==> config.mk <==
export PLATFORM = sky130hd
export DESIGN_NAME = hsl_homing_limit
export DESIGN_NICKNAME = d
export VERILOG_FILES = /design/src/rtl/hsl_pkg.sv /design/src/rtl/hsl_homing_limit.sv
export SDC_FILE = /design/constraint.sdc
export NUM_CORES = 1
export LEC_CHECK = 0
export CAP_MARGIN = 30
export CORE_MARGIN = 1
export CORE_UTILIZATION = 60
export DETAILED_ROUTE_END_ITERATION = 10
export DONT_BUFFER_PORTS = 1
export PLACE_DENSITY = 0.76
export SETUP_SLACK_MARGIN = 0.02
export SLEW_MARGIN = 20
export SYNTH_ARGS = -nofsm -noshare
export SYNTH_HDL_FRONTEND = slang
export SYNTH_SLANG_ARGS = --single-unit
export TNS_END_PERCENT = 5
==> constraint.sdc <==
create_clock -name pclk -period 11.55 [get_ports pclk]
set_input_delay 1.7325 -clock pclk [delete_from_list [all_inputs] [get_ports pclk]]
set_output_delay 1.7325 -clock pclk [all_outputs]
set_load 0.03 [all_outputs]
==> src/rtl/hsl_pkg.sv <==
// Constants and types shared by the homing and soft limit controller
package hsl_pkg;
  // ==========================================================
  // Register map (byte addresses on the APB bus)
  localparam logic [7:0] ADDR_CTRL   = 8'h00;
  localparam logic [7:0] ADDR_CMD    = 8'h04;
  localparam logic [7:0] ADDR_STATUS = 8'h08;
  localparam logic [7:0] ADDR_SLP    = 8'h0c;
  localparam logic [7:0] ADDR_SLN    = 8'h10;
  localparam logic [7:0] ADDR_TARGET = 8'h14;
  localparam logic [7:0] ADDR_ZERO   = 8'h18;
  localparam logic [7:0] ADDR_POS    = 8'h1c;

  // ==========================================================
  // Field positions
  localparam int CTRL_TYPE_LSB  = 0;
  localparam int CTRL_POSMODE   = 6;
  localparam int CTRL_REACT_LSB = 8;
  localparam int CMD_HOME       = 0;
  localparam int CMD_ABS        = 1;
  localparam int CMD_REL        = 2;
  localparam int CMD_END_POS    = 3;
  localparam int CMD_END_NEG    = 4;
  localparam int CMD_STOP       = 5;
  localparam int CMD_CLR        = 6;

  // ==========================================================
  // Reset values
  localparam logic [5:0]  TYPE_RST  = 6'h00;
  localparam logic [1:0]  REACT_RST = 2'h0;
  localparam logic [31:0] WORD_RST  = 32'h0000_0000;

  // ==========================================================
  // Limit fault reactions
  localparam logic [1:0] REACTION_NO_ERROR = 2'h0;
  localparam logic [1:0] REACTION_WARN     = 2'h1;

  // ==========================================================
  // Homing type codes
  localparam logic [5:0] HT_FIRST    = 6'd5;
  localparam logic [5:0] HT_MIRROR   = 6'd11;
  localparam logic [5:0] HT_LAST     = 6'd14;
  localparam logic [5:0] HT_EDGE_LO  = 6'd21;
  localparam logic [5:0] HT_EDGE_HI  = 6'd30;
  localparam logic [5:0] HT_EDGE_OFS = 6'd16;
  localparam logic [5:0] HT_MIR_OFS  = 6'd4;  // Types 11..14 reuse 7..10
  localparam logic [5:0] HT_ZP_POS   = 6'd33;
  localparam logic [5:0] HT_ZP_NEG   = 6'd34;
  localparam logic [5:0] HT_KEEP     = 6'd35;

  // Per type 5..10: {final_pos, edge_rise, trig_rise, cam_pos, nocam_pos}
  localparam logic [5:0][4:0] HT_TABLE = {
    5'b10011, 5'b01011, 5'b11001, 5'b00101, 5'b01010, 5'b10110};

  // ==========================================================
  // Sequencer states
  typedef enum logic [2:0] {
    ST_IDLE, ST_SEEK, ST_ARMED, ST_MOVE, ST_ENDLESS
  } hsl_state_t;
endpackage

==> src/rtl/hsl_homing_limit.sv <==
// Homing sequencer and software limit supervisor with APB registers
//
// Contract
// Homing uses negative limit, positive limit, reference cam, zero pulse.
// Type 5 from cam active going positive: zero after cam falling edge.
// Type 6 from cam active going positive: reverse at fall, zero after rise.
// Types 5/6 start negative cam inactive; 5 reverses at rise.
// Types 7-10 start positive, cam inactive; per-type reversal and zero edge.
// Types 7/8 from cam active go negative; 8 reverses at falling edge.
// Types 9/10 from cam active go positive; 9 reverses when cam clears.
// Types 7-10 reverse at positive limit, then continue their pattern.
// Types 11-14 mirror types 7-10 with the negative limit switch.
// Types 13/14 from cam active go negative; 13 reverses, 14 zeroes.
// Types 11/12 from cam active go positive; 12 reverses at fall.
// Types 11-14 reverse at negative limit, then continue their pattern.
// Type codes 15, 16, 31, 32 are undefined and never start homing.
// Types 17-30 follow base patterns but zero on the cam edge itself; the code takes only 21-30 and refuses 17-20.
// Zero-pulse-only type zeroes on first zero pulse in travel direction.
// Type 35 adopts present position as zero without resetting position.
// Soft limits apply in positioning mode and only after homing completes.
// Soft limits are disabled when both limits equal zero.
// Out-of-range absolute or relative target: no move, run limit reaction.
// Endless move stops at soft limit with reaction and always rapid stop.
// Zero event loads position with zero value and sets homing done.
//
// Register access over APB and the register addresses were decided locally.
`timescale 1ns/1ps
module hsl_homing_limit (
  input  wire logic        pclk,
  input  wire logic        presetn,
  input  wire logic        ce,
  input  wire logic        psel,
  input  wire logic        penable,
  input  wire logic        pwrite,
  input  wire logic [7:0]  paddr,
  input  wire logic [31:0] pwdata,
  output logic      [31:0] prdata,
  output logic             pready,
  output logic             pslverr,
  input  wire logic        lim_neg_in,
  input  wire logic        lim_pos_in,
  input  wire logic        ref_cam_in,
  input  wire logic        zero_pulse_in,
  input  wire logic        step_inc_in,
  input  wire logic        step_dec_in,
  output logic             drive_run,
  output logic             drive_dir_pos,
  output logic             drive_creep,
  output logic             rapid_stop,
  output logic             limit_fault,
  output logic             limit_warn,
  output logic             homing_done
);
  // ==========================================================
  // Pin synchronisers and edge history
  logic [5:0] sync1_ff, sync2_ff, prev_ff;
  logic [5:0] nxt_sync1, nxt_sync2, nxt_prev;

  // Two stages per pin, then one history stage for edges
  always_comb begin
    nxt_sync1 = sync1_ff;
    nxt_sync2 = sync2_ff;
    nxt_prev  = prev_ff;
    if (ce) begin
      nxt_sync1 = {step_dec_in, step_inc_in, zero_pulse_in,
                   ref_cam_in, lim_pos_in, lim_neg_in};
      nxt_sync2 = sync1_ff;
      nxt_prev  = sync2_ff;
    end
  end

  always_ff @(posedge pclk or negedge presetn) begin
    if (!presetn) begin
      sync1_ff <= 6'h00;
      sync2_ff <= 6'h00;
      prev_ff  <= 6'h00;
    end else begin
      sync1_ff <= nxt_sync1;
      sync2_ff <= nxt_sync2;
      prev_ff  <= nxt_prev;
    end
  end

  logic lim_n, lim_p, cam, cam_rise, cam_fall, zp_rise, inc_rise, dec_rise;
  assign lim_n    = sync2_ff[0];
  assign lim_p    = sync2_ff[1];
  assign cam      = sync2_ff[2];
  assign cam_rise = sync2_ff[2] & ~prev_ff[2];
  assign cam_fall = ~sync2_ff[2] & prev_ff[2];
  assign zp_rise  = sync2_ff[3] & ~prev_ff[3];
  assign inc_rise = sync2_ff[4] & ~prev_ff[4];
  assign dec_rise = sync2_ff[5] & ~prev_ff[5];

  // ==========================================================
  // APB slave: one wait cycle, write lands with pready high
  logic        pready_ff, pslverr_ff;
  logic [31:0] prdata_ff;
  logic        nxt_pready, nxt_pslverr;
  logic [31:0] nxt_prdata;
  logic        wr_now, addr_ok;

  assign addr_ok = (paddr[1:0] == 2'h0) && (paddr <= hsl_pkg::ADDR_POS);
  assign wr_now  = psel & penable & pready_ff & pwrite & addr_ok;

  // ==========================================================
  // Control state
  hsl_pkg::hsl_state_t state_ff, nxt_state;
  logic [5:0]         type_ff, nxt_type;
  logic [1:0]         react_ff, nxt_react;
  logic               posmode_ff, nxt_posmode;
  logic signed [31:0] slp_ff, sln_ff, target_ff, zero_ff, pos_ff, goal_ff;
  logic signed [31:0] nxt_slp, nxt_sln, nxt_target, nxt_zero, nxt_pos;
  logic signed [31:0] nxt_goal, rel_goal, req_goal;
  logic dir_ff, homed_ff, fault_ff, warn_ff, terr_ff, rstop_ff;
  logic run_ff, creep_ff, final_ff, edge_ff;
  logic nxt_dir, nxt_homed, nxt_fault, nxt_warn, nxt_terr, nxt_rstop;
  logic nxt_run, nxt_creep, nxt_final, nxt_edge;

  // Status word shows the sequencer's own state
  logic [31:0] status_w;
  logic        lim_active;
  assign status_w = {24'h000000, lim_active, terr_ff, warn_ff, fault_ff,
                     (state_ff == hsl_pkg::ST_ARMED), dir_ff, run_ff,
                     homed_ff};

  // Read mux and handshake
  always_comb begin
    nxt_pready  = 1'b0;
    nxt_pslverr = 1'b0;
    nxt_prdata  = prdata_ff;
    if (ce && psel && penable && !pready_ff) begin
      nxt_pready  = 1'b1;
      nxt_pslverr = !addr_ok;
      unique case (paddr)
        hsl_pkg::ADDR_CTRL:   nxt_prdata = {22'h000000, react_ff,
                                            1'b0, posmode_ff, type_ff};
        hsl_pkg::ADDR_STATUS: nxt_prdata = status_w;
        hsl_pkg::ADDR_SLP:    nxt_prdata = slp_ff;
        hsl_pkg::ADDR_SLN:    nxt_prdata = sln_ff;
        hsl_pkg::ADDR_TARGET: nxt_prdata = target_ff;
        hsl_pkg::ADDR_ZERO:   nxt_prdata = zero_ff;
        hsl_pkg::ADDR_POS:    nxt_prdata = pos_ff;
        default:              nxt_prdata = 32'h0000_0000;
      endcase
    end else if (ce) begin
      nxt_pready = 1'b0;
    end else begin
      nxt_pready  = pready_ff;
      nxt_pslverr = pslverr_ff;
    end
  end

  always_ff @(posedge pclk or negedge presetn) begin
    if (!presetn) begin
      pready_ff  <= 1'b0;
      pslverr_ff <= 1'b0;
      prdata_ff  <= hsl_pkg::WORD_RST;
    end else begin
      pready_ff  <= nxt_pready;
      pslverr_ff <= nxt_pslverr;
      prdata_ff  <= nxt_prdata;
    end
  end

  // ==========================================================
  // Homing type decode
  logic       edge_only, type_ok, is_zp, mirror;
  logic [5:0] base, idx;
  logic [4:0] entry;
  logic       fin_pos, edge_rise, trig_rise, start_pos;

  always_comb begin
    edge_only = (type_ff >= hsl_pkg::HT_EDGE_LO) &&
                (type_ff <= hsl_pkg::HT_EDGE_HI);
    base      = edge_only ? type_ff - hsl_pkg::HT_EDGE_OFS : type_ff;
    // 15, 16, 31, 32 and all others outside the table except 33-35 stay refused
    type_ok   = (base >= hsl_pkg::HT_FIRST) &&
                (base <= hsl_pkg::HT_LAST);
    is_zp     = (type_ff == hsl_pkg::HT_ZP_POS) ||
                (type_ff == hsl_pkg::HT_ZP_NEG);
    mirror    = base >= hsl_pkg::HT_MIRROR;
    idx       = mirror ? base - hsl_pkg::HT_MIR_OFS - hsl_pkg::HT_FIRST
                       : base - hsl_pkg::HT_FIRST;
    entry     = type_ok ? hsl_pkg::HT_TABLE[idx[2:0]] : 5'h00;
    fin_pos   = entry[4] ^ mirror;
    edge_rise = entry[3];
    trig_rise = entry[2];
    start_pos = (cam ? entry[1] : entry[0]) ^ mirror;
  end

  // ==========================================================
  // Soft limit window
  logic goal_out, end_hit, lim_here, qual_edge, trig_edge;
  logic cmd_home, cmd_abs, cmd_rel, cmd_ep, cmd_en, cmd_stop, cmd_clr;
  logic idle;

  assign lim_active = homed_ff && posmode_ff &&
                      !(slp_ff == 32'sh0 && sln_ff == 32'sh0);
  assign rel_goal   = pos_ff + target_ff;
  assign req_goal   = pwdata[hsl_pkg::CMD_REL] ? rel_goal : target_ff;
  assign goal_out   = lim_active && (req_goal > slp_ff ||
                                     req_goal < sln_ff);
  assign end_hit    = lim_active && (dir_ff ? pos_ff >= slp_ff
                                            : pos_ff <= sln_ff);
  assign lim_here   = dir_ff ? lim_p : lim_n;
  assign qual_edge  = edge_rise ? cam_rise : cam_fall;
  assign trig_edge  = trig_rise ? cam_rise : cam_fall;
  assign idle       = state_ff == hsl_pkg::ST_IDLE;

  // Command strobes are the write into the command word
  logic cmd_wr;
  assign cmd_wr   = wr_now && (paddr == hsl_pkg::ADDR_CMD);
  assign cmd_home = cmd_wr && pwdata[hsl_pkg::CMD_HOME];
  assign cmd_abs  = cmd_wr && pwdata[hsl_pkg::CMD_ABS];
  assign cmd_rel  = cmd_wr && pwdata[hsl_pkg::CMD_REL];
  assign cmd_ep   = cmd_wr && pwdata[hsl_pkg::CMD_END_POS];
  assign cmd_en   = cmd_wr && pwdata[hsl_pkg::CMD_END_NEG];
  assign cmd_stop = cmd_wr && pwdata[hsl_pkg::CMD_STOP];
  assign cmd_clr  = cmd_wr && pwdata[hsl_pkg::CMD_CLR];

  // Next control state: registers, position, sequencer
  always_comb begin
    nxt_state = state_ff;   nxt_type   = type_ff;   nxt_react = react_ff;
    nxt_posmode = posmode_ff; nxt_slp  = slp_ff;    nxt_sln   = sln_ff;
    nxt_target = target_ff; nxt_zero   = zero_ff;   nxt_pos   = pos_ff;
    nxt_goal  = goal_ff;    nxt_dir    = dir_ff;    nxt_homed = homed_ff;
    nxt_fault = fault_ff;   nxt_warn   = warn_ff;   nxt_terr  = terr_ff;
    nxt_rstop = rstop_ff;   nxt_final  = final_ff;  nxt_edge  = edge_ff;
    if (ce) begin
      nxt_rstop = 1'b0;
      if (inc_rise && !dec_rise) nxt_pos = pos_ff + 32'sd1;
      if (dec_rise && !inc_rise) nxt_pos = pos_ff - 32'sd1;
      if (wr_now) begin
        unique case (paddr)
          hsl_pkg::ADDR_CTRL: begin
            nxt_type    = pwdata[hsl_pkg::CTRL_TYPE_LSB +: 6];
            nxt_posmode = pwdata[hsl_pkg::CTRL_POSMODE];
            nxt_react   = pwdata[hsl_pkg::CTRL_REACT_LSB +: 2];
          end
          hsl_pkg::ADDR_SLP:    nxt_slp    = pwdata;
          hsl_pkg::ADDR_SLN:    nxt_sln    = pwdata;
          hsl_pkg::ADDR_TARGET: nxt_target = pwdata;
          hsl_pkg::ADDR_ZERO:   nxt_zero   = pwdata;
          default: ;
        endcase
      end
      // Clear first so that a same-cycle event below wins
      if (cmd_clr) begin
        nxt_fault = 1'b0;
        nxt_warn  = 1'b0;
        nxt_terr  = 1'b0;
      end
      unique case (state_ff)
        hsl_pkg::ST_IDLE: begin
          if (cmd_home) begin
            if (type_ff == hsl_pkg::HT_KEEP) begin
              nxt_homed = 1'b1;
            end else if (is_zp) begin
              nxt_homed = 1'b0;
              nxt_dir   = type_ff == hsl_pkg::HT_ZP_POS;
              nxt_final = nxt_dir;
              nxt_state = hsl_pkg::ST_ARMED;
            end else if (type_ok) begin
              nxt_homed = 1'b0;
              nxt_dir   = start_pos;
              nxt_final = fin_pos;
              nxt_edge  = edge_only;
              nxt_state = hsl_pkg::ST_SEEK;
            end else begin
              nxt_terr  = 1'b1;
            end
          end else if ((cmd_abs || cmd_rel) && posmode_ff) begin
            if (goal_out) begin
              if (react_ff == hsl_pkg::REACTION_WARN) begin
                nxt_warn = 1'b1;
              end else if (react_ff != hsl_pkg::REACTION_NO_ERROR) begin
                nxt_fault = 1'b1;
                nxt_rstop = 1'b1;
              end
            end else if (req_goal != pos_ff) begin
              nxt_goal  = req_goal;
              nxt_dir   = req_goal > pos_ff;
              nxt_state = hsl_pkg::ST_MOVE;
            end
          end else if ((cmd_ep || cmd_en) && posmode_ff) begin
            nxt_dir   = cmd_ep;
            nxt_state = hsl_pkg::ST_ENDLESS;
          end
        end
        hsl_pkg::ST_SEEK: begin
          if (cmd_stop) begin
            nxt_state = hsl_pkg::ST_IDLE;
          end else if (lim_here) begin
            nxt_dir = !dir_ff;
          end else if (dir_ff != final_ff) begin
            if (trig_edge) nxt_dir = !dir_ff;
          end else if (qual_edge) begin
            if (edge_ff) begin
              nxt_pos   = zero_ff;
              nxt_homed = 1'b1;
              nxt_state = hsl_pkg::ST_IDLE;
            end else begin
              nxt_state = hsl_pkg::ST_ARMED;
            end
          end
        end
        hsl_pkg::ST_ARMED: begin
          if (cmd_stop) begin
            nxt_state = hsl_pkg::ST_IDLE;
          end else if (zp_rise) begin
            nxt_pos   = zero_ff;
            nxt_homed = 1'b1;
            nxt_state = hsl_pkg::ST_IDLE;
          end else if (lim_here) begin
            nxt_dir = !dir_ff;
            if (!is_zp) nxt_state = hsl_pkg::ST_SEEK;
            else nxt_final = !dir_ff;
          end
        end
        hsl_pkg::ST_MOVE: begin
          if (cmd_stop || pos_ff == goal_ff) nxt_state = hsl_pkg::ST_IDLE;
        end
        hsl_pkg::ST_ENDLESS: begin
          if (end_hit) begin
            nxt_rstop = 1'b1;
            nxt_state = hsl_pkg::ST_IDLE;
            if (react_ff == hsl_pkg::REACTION_WARN) nxt_warn = 1'b1;
            else if (react_ff != hsl_pkg::REACTION_NO_ERROR) nxt_fault = 1'b1;
          end else if (cmd_stop) begin
            nxt_state = hsl_pkg::ST_IDLE;
          end
        end
      endcase
    end
    nxt_run   = nxt_state != hsl_pkg::ST_IDLE;
    nxt_creep = (nxt_state == hsl_pkg::ST_SEEK ||
                 nxt_state == hsl_pkg::ST_ARMED) && (nxt_dir == nxt_final);
  end

  always_ff @(posedge pclk or negedge presetn) begin
    if (!presetn) begin
      state_ff   <= hsl_pkg::ST_IDLE;
      type_ff    <= hsl_pkg::TYPE_RST;
      react_ff   <= hsl_pkg::REACT_RST;
      posmode_ff <= 1'b0;
      slp_ff     <= hsl_pkg::WORD_RST;
      sln_ff     <= hsl_pkg::WORD_RST;
      target_ff  <= hsl_pkg::WORD_RST;
      zero_ff    <= hsl_pkg::WORD_RST;
      pos_ff     <= hsl_pkg::WORD_RST;
      goal_ff    <= hsl_pkg::WORD_RST;
      {dir_ff, homed_ff, fault_ff, warn_ff, terr_ff} <= 5'h00;
      {rstop_ff, run_ff, creep_ff, final_ff, edge_ff} <= 5'h00;
    end else begin
      state_ff   <= nxt_state;
      type_ff    <= nxt_type;
      react_ff   <= nxt_react;
      posmode_ff <= nxt_posmode;
      slp_ff     <= nxt_slp;
      sln_ff     <= nxt_sln;
      target_ff  <= nxt_target;
      zero_ff    <= nxt_zero;
      pos_ff     <= nxt_pos;
      goal_ff    <= nxt_goal;
      {dir_ff, homed_ff, fault_ff, warn_ff, terr_ff} <=
        {nxt_dir, nxt_homed, nxt_fault, nxt_warn, nxt_terr};
      {rstop_ff, run_ff, creep_ff, final_ff, edge_ff} <=
        {nxt_rstop, nxt_run, nxt_creep, nxt_final, nxt_edge};
    end
  end

  // Outputs straight from flip-flops
  assign prdata        = prdata_ff;
  assign pready        = pready_ff;
  assign pslverr       = pslverr_ff;
  assign drive_run     = run_ff;
  assign drive_dir_pos = dir_ff;
  assign drive_creep   = creep_ff;
  assign rapid_stop    = rstop_ff;
  assign limit_fault   = fault_ff;
  assign limit_warn    = warn_ff;
  assign homing_done   = homed_ff;
endmodule

### Yosys cells after proc, flatten, opt, wreduce, memory -nomap -nowiden

Memory sizes are Yosys's and may differ from the RTL's.
Cells that the tools add are included.

* bits in registers: 266
* memory bits (read-only): 40
* input port bits: 52
* output and inout port bits: 41
* logic and storage cells: 262
* memories: 1

* add/subtract/negate cells: 7
* magnitude comparators: 12
* equality and inequality tests: 30
* multiplexer cells: 113
* bitwise logic cells: 20
* reduce and logical (&&, ||, !) cells: 53

Memory list
* (no name shown): words 8, width 5, read ports 1, clocked after memory_dff 0, write ports 0, line hsl_homing_limit.sv:184 `entry = type_ok ? hsl_pkg::HT_TABLE[idx[2:0]] : 5'h00;`

Operators with widths (count)
* $mux W32: 10
* $pmux W32 S7: 1
* $mux W1: 69
* $gt A32 B32 Y1: 2
* $logic_not A32 Y1: 2
* $pmux W32 S2: 1
* $mux W3: 21
* $add A32 B2 Y32 const B: 1
* $add A32 B32 Y32: 1
* $eq A32 B32 Y1: 1
* $eq A8 B5 Y1 const B: 4
* $ge A32 B32 Y1: 1
* $le A32 B32 Y1: 1
* $lt A32 B32 Y1: 1
* $ne A32 B32 Y1: 1
* $sub A32 B2 Y32 const B: 1
* $logic_and A1 B1 Y1: 24
* $eq A6 B6 Y1 const B: 3
* $eq A8 B4 Y1 const B: 2
* $ne A2 B2 Y1 const B: 8
* $pmux W3 S5: 1
* $reduce_and A3 Y1: 5
* $reduce_and A6 Y1: 2
* $reduce_and A11 Y1: 1
* other kinds (32): 71

### Longest topological paths before layout

* depth after elaboration: 19
* depth in mapped cells: 24
* depth with buffers taken out: 23

### Worst setup path after synthesis

No wires, ideal clock.

* path type: input-to-reg
* start: input port pwdata[2]
* end: register goal_ff[11]
* setup time: 0.125 ns
* data arrival time: 5.353 ns
* required time: 11.425 ns
* path slack: 6.072 ns
* cell stages on the path: 15
* path buffers: 4
* cell sequence: clkbuf_1 > buf_1 > clkbuf_1 > mux2i_1 > ha_1 > nand4_1 > or3_1 > a21oi_1 > o31a_1 > or4_1 > o211ai_1 > nor2_1 > nand3_1 > buf_2 > mux2_2

* longest elaborated chain between the ends: 6
* elaborated cells on any way between the ends: 11
* those cells by class: order compare: 2; eq/ne: 1; mux: 1; bitwise: 1; reduce/logical: 6

Ends and longest elaborated chain
* from (decl): line hsl_homing_limit.sv:36 `input wire logic [31:0] pwdata,`
* $mux W32 *: line hsl_homing_limit.sv:200 `assign req_goal = pwdata[hsl_pkg::CMD_REL] ? rel_goal : target_ff;`
* net req_goal[12]: line hsl_homing_limit.sv:113 `logic signed [31:0] nxt_goal, rel_goal, req_goal;`
* $gt A32 B32 Y1 / $lt A32 B32 Y1 (equally long branches): line hsl_homing_limit.sv:201, hsl_homing_limit.sv:202
* $logic_or A1 B1 Y1: line hsl_homing_limit.sv:201 `assign goal_out = lim_active && (req_goal > slp_ff ||`
* $logic_and A1 B1 Y1: line hsl_homing_limit.sv:201
* $not A1 Y1 (no source line)
* $reduce_and A6 Y1 (no source line) *
* to (signal assigned): line hsl_homing_limit.sv:351 `goal_ff <= hsl_pkg::WORD_RST;`
* to (signal assigned): line hsl_homing_limit.sv:364 `goal_ff <= nxt_goal;`
* to (decl): line hsl_homing_limit.sv:111 `logic signed [31:0] slp_ff, sln_ff, target_ff, zero_ff, pos_ff, goal_ff;`

The timed path passes the listed nets; every way through them passes the cells marked *.
A chain may end at the register's enable or synchronous reset.

### Worst setup path after layout

* start: register pos_ff[3]
* end: register goal_ff[18]

* longest elaborated chain between the ends: 7
* elaborated cells on any way between the ends: 9
* those cells by class: add/sub: 1; order compare: 2; eq/ne: 1; mux: 1; bitwise: 1; reduce/logical: 3

Ends and longest elaborated chain
* from (decl): line hsl_homing_limit.sv:111
* from (signal assigned): line hsl_homing_limit.sv:350 `pos_ff <= hsl_pkg::WORD_RST;`
* from (signal assigned): line hsl_homing_limit.sv:363 `pos_ff <= nxt_pos;`
* $add A32 B32 Y32 *: line hsl_homing_limit.sv:199 `assign rel_goal = pos_ff + target_ff;`
* $mux W32 *: line hsl_homing_limit.sv:200
* net req_goal[31]: line hsl_homing_limit.sv:113
* $gt A32 B32 Y1 / $lt A32 B32 Y1 (equally long branches): line hsl_homing_limit.sv:201, hsl_homing_limit.sv:202
* $logic_or A1 B1 Y1: line hsl_homing_limit.sv:201
* $logic_and A1 B1 Y1: line hsl_homing_limit.sv:201
* $not A1 Y1 (no source line)
* $reduce_and A6 Y1 (no source line) *

Marked as above.

==> reports/qor.yml <==
outcome:
  outcome: "complete, no violations"
timing:
  finalClockSkew_ps: 12.4
  setup_viol: 0
  tightest_slew_ps: 1050
  fin_crit_ps: 6860
  hold_viol: 0
  rsz0062_at_grt: "false"
  fin_setup_tns_ps: 0
  fin_crit_sh_pct: 59.4
  drv_slew: 0
  relSlewSlack_pct: 29.3
  max_freq_ghz: 0.146
logic_synthesis:
  ys_types: 84
  syn_area_per_cell_um2: 9.16
  synth_cells: 2082
  synth_edf_count: 0
  ys_seq_area_share_pct: 34.6
  synth.yosys.warnings: 0
  syn-num-nets: 2334
  synth.ff_latch_count: 264
  synthArstFlopShare_pct: 100
  ys.flop_type: "dfrtp_1"
  syn_area_um2: 19100
worst_setup_path:
  worstPathRequired_ps: 12010
  path_class: "reg2reg"
  worstPathMaxFanout: 24
  startpoint_type: "flip-flop"
  cp.arrival_ps: 7320
  critPathCaptureType: "flip-flop"
route:
  wirelength_um: 66300
  ant_nets: 0
  drc_errors: 0
  drtPass1Iterations: 7
  drtIter0Drc: 2091
  drt-wirelength-per-cell_um: 27.0
  vias_per_cell: 7.07
  vias: 17400
clock_network:
  numCtsBuffers: 30
  clk_pin_slew_ps: 60
  cts_tree: "built"
  clock-sinks: 264
  clockBufferDepth: 3
  cts_hold_buffers: 0
  worstSkewPairLatency_ps: 580
  cts_setup_buffers: 0
  cts-resized-gates: 0
  htree_num_levels: 1
  root_buffer: "clkbuf_16"
floorplanning:
  dieHeight_um: 180
  dieWidth_um: 180
  rows: 64
  core_um2: 30900
  ios: 93
  start_util_pct: 61.7
  dieArea_um2: 32500
grt:
  grt_util_met3_pct: 9.05
  grt_pass1_vias: 16600
  grt_pass1_wl_um: 101000
  grt.met2_usage_pct: 63.9
  grt_max_degree: 265
  use_met1_pct: 54.0
  grt_overflow: 0
  grt.total_usage_pct: 40.8
  busiest_layer: "met2"
  antenna_found_initial: 1
placement:
  portBuffers: 0
  dp_hpwl_um: 48800
  placed_area_um2: 19400
  gp_congestion: 1.03
pwr:
  vdd_drop_max_v: 0.000126
  switching_share_pct: 34.5
  pwr-share-clk_pct: 36.2
  seq_power_share_pct: 39.7
  p_comb_share_pct: 24.1
  power.switching_uw: 969
  intPower_mw: 1.84
  cellPowerDensity_nw_per_um2: 137
  power_leakage_nw: 9.84
final_layout:
  final_common_cell: "dfrtp_1"
  drive_gt1_share_pct: 12.2
  fin_nets: 2290
  final_cell_area_um2: 20500
  final_cell_mix: "dfrtp_1, nand2_1, ha_1"
  area_delta_synth_final_pct: 7.34
  filler_cell_count: 2483
flow_run:
  maxCapViolCount: 0
min_path:
  hp-class: "reg2reg"
-- flip-flops by register name, summed over array words and instances (netlist names), 4 cells and up --
| register | flops |
|---|---|
| goal_ff | 32 |
| pos_ff | 32 |
| prdata | 32 |
| sln_ff | 32 |
| slp_ff | 32 |
| target_ff | 32 |
| zero_ff | 32 |
| sync1_ff | 6 |
| sync2_ff | 6 |
| type_ff | 6 |
| prev_ff | 4 |
-- metrics by stage --
stage	setup WS (ps)	cells	utilization [%]	hold slack, ps	power (mW)
finish	4690	2456	66.2	490	2.81
global route	4280	2455	66.2	506	2.92
global placement	5120	2398	62.7	470	1.76
floorplan	6070	2082	-	449	1.56
detailed placement	4830	2400	62.7	480	1.77
CTS	4820	2453	66.1	494	2.79
-- final timing paths --
check	start	cells after the start	end	slack, ps
max in group asynchronous	presetn	0	target_ff[19]$_DFFE_PN0P_	9870
min	goal_ff[19]$_DFFE_PN0P_	2	goal_ff[19]$_DFFE_PN0P_	490
min reg2reg	goal_ff[19]$_DFFE_PN0P_	2	goal_ff[19]$_DFFE_PN0P_	490
max	pos_ff[3]$_DFFE_PN0P_	22	goal_ff[18]$_DFFE_PN0P_	4690
max reg2reg	pos_ff[3]$_DFFE_PN0P_	22	goal_ff[18]$_DFFE_PN0P_	4690
min in group asynchronous	presetn	0	sln_ff[13]$_DFFE_PN0P_	860
-- cell usage after synthesis (18+ instances only) --
master	count	area, um2
a21o_1	43	323
a21oi_1	106	531
a222oi_1	26	260
a22o_1	34	298
a22oi_1	59	443
clkbuf_1	88	330
dfrtp_1	264	6610
ha_1	199	2490
inv_1	121	454
mux2_2	130	1460
nand2_1	206	773
nand2b_1	21	131
nand3_1	54	270
nand4_1	48	300
nor2_1	88	330
nor2b_1	18	113
nor3_1	38	190
nor4_1	36	225
o211ai_1	20	150
o21ai_0	176	881
xnor2_1	20	175
xor2_1	44	385
-- power by group through the flow --
stage               combinational (mW)  clock (mW)  sequential (mW)
floorplan                        0.511           0             1.05
global placement                 0.636           0             1.12
detailed placement               0.648           0             1.13
CTS                              0.656        1.02             1.11
global route                     0.740        1.06             1.12
finish                           0.676        1.02             1.12
-- worst max-delay path, stage by stage, from the launching register on --
cell      delay, ps
dfrtp_1         500
ha_1            410
o21ai_0         130
o21ai_0         330
a32oi_1         310
or4_1           610
a31oi_1         400
a41oi_1         300
o21ai_1         230
mux2i_1         230
xor2_1          390
ha_1            270
nand4_1         190
nor4_1          530
a31oi_1         150
o211ai_1        140
or4_1           150
o211ai_1        280
nor2_1          270
nand3_1          90
buf_4           270
inv_2           190
mux2_2          350
-- cell type report --
type,instances,area [um2],share of cell area (%)
tap,396,495,2.42
multi-input combinational,1595,11700,57.0
timing repair buffer,25,203,0.990
clock inverter,16,210,1.03
antenna,1,2.50,0.0122
clock buffer,37,838,4.09
inverter,122,458,2.24
sequential,264,6610,32.3
-- logic make-up after synthesis --
family                   after synthesis  synth area share [%]
AO/OA/AOI/OAI                        611                  21.5
AND/OR/NAND/NOR                      576                  14.9
flip-flops                           264                  34.6
buffers and inverters                223                  4.49
adder cells (fa/ha/maj)              200                  13.2
multiplexers                         144                  8.41
XOR/XNOR                              64                  2.94
-- routing by layer --
metal | share of wire [%] | up-vias | wire (um)
met5 | 0 | - | 0
met4 | 5.3 | 0 | 3480
met3 | 11 | 206 | 6970
met2 | 44 | 1015 | 29300
met1 | 40 | 8447 | 26600
li1 | - | 7691 | -
No activity file was read; power rests on OpenSTA's default activity.
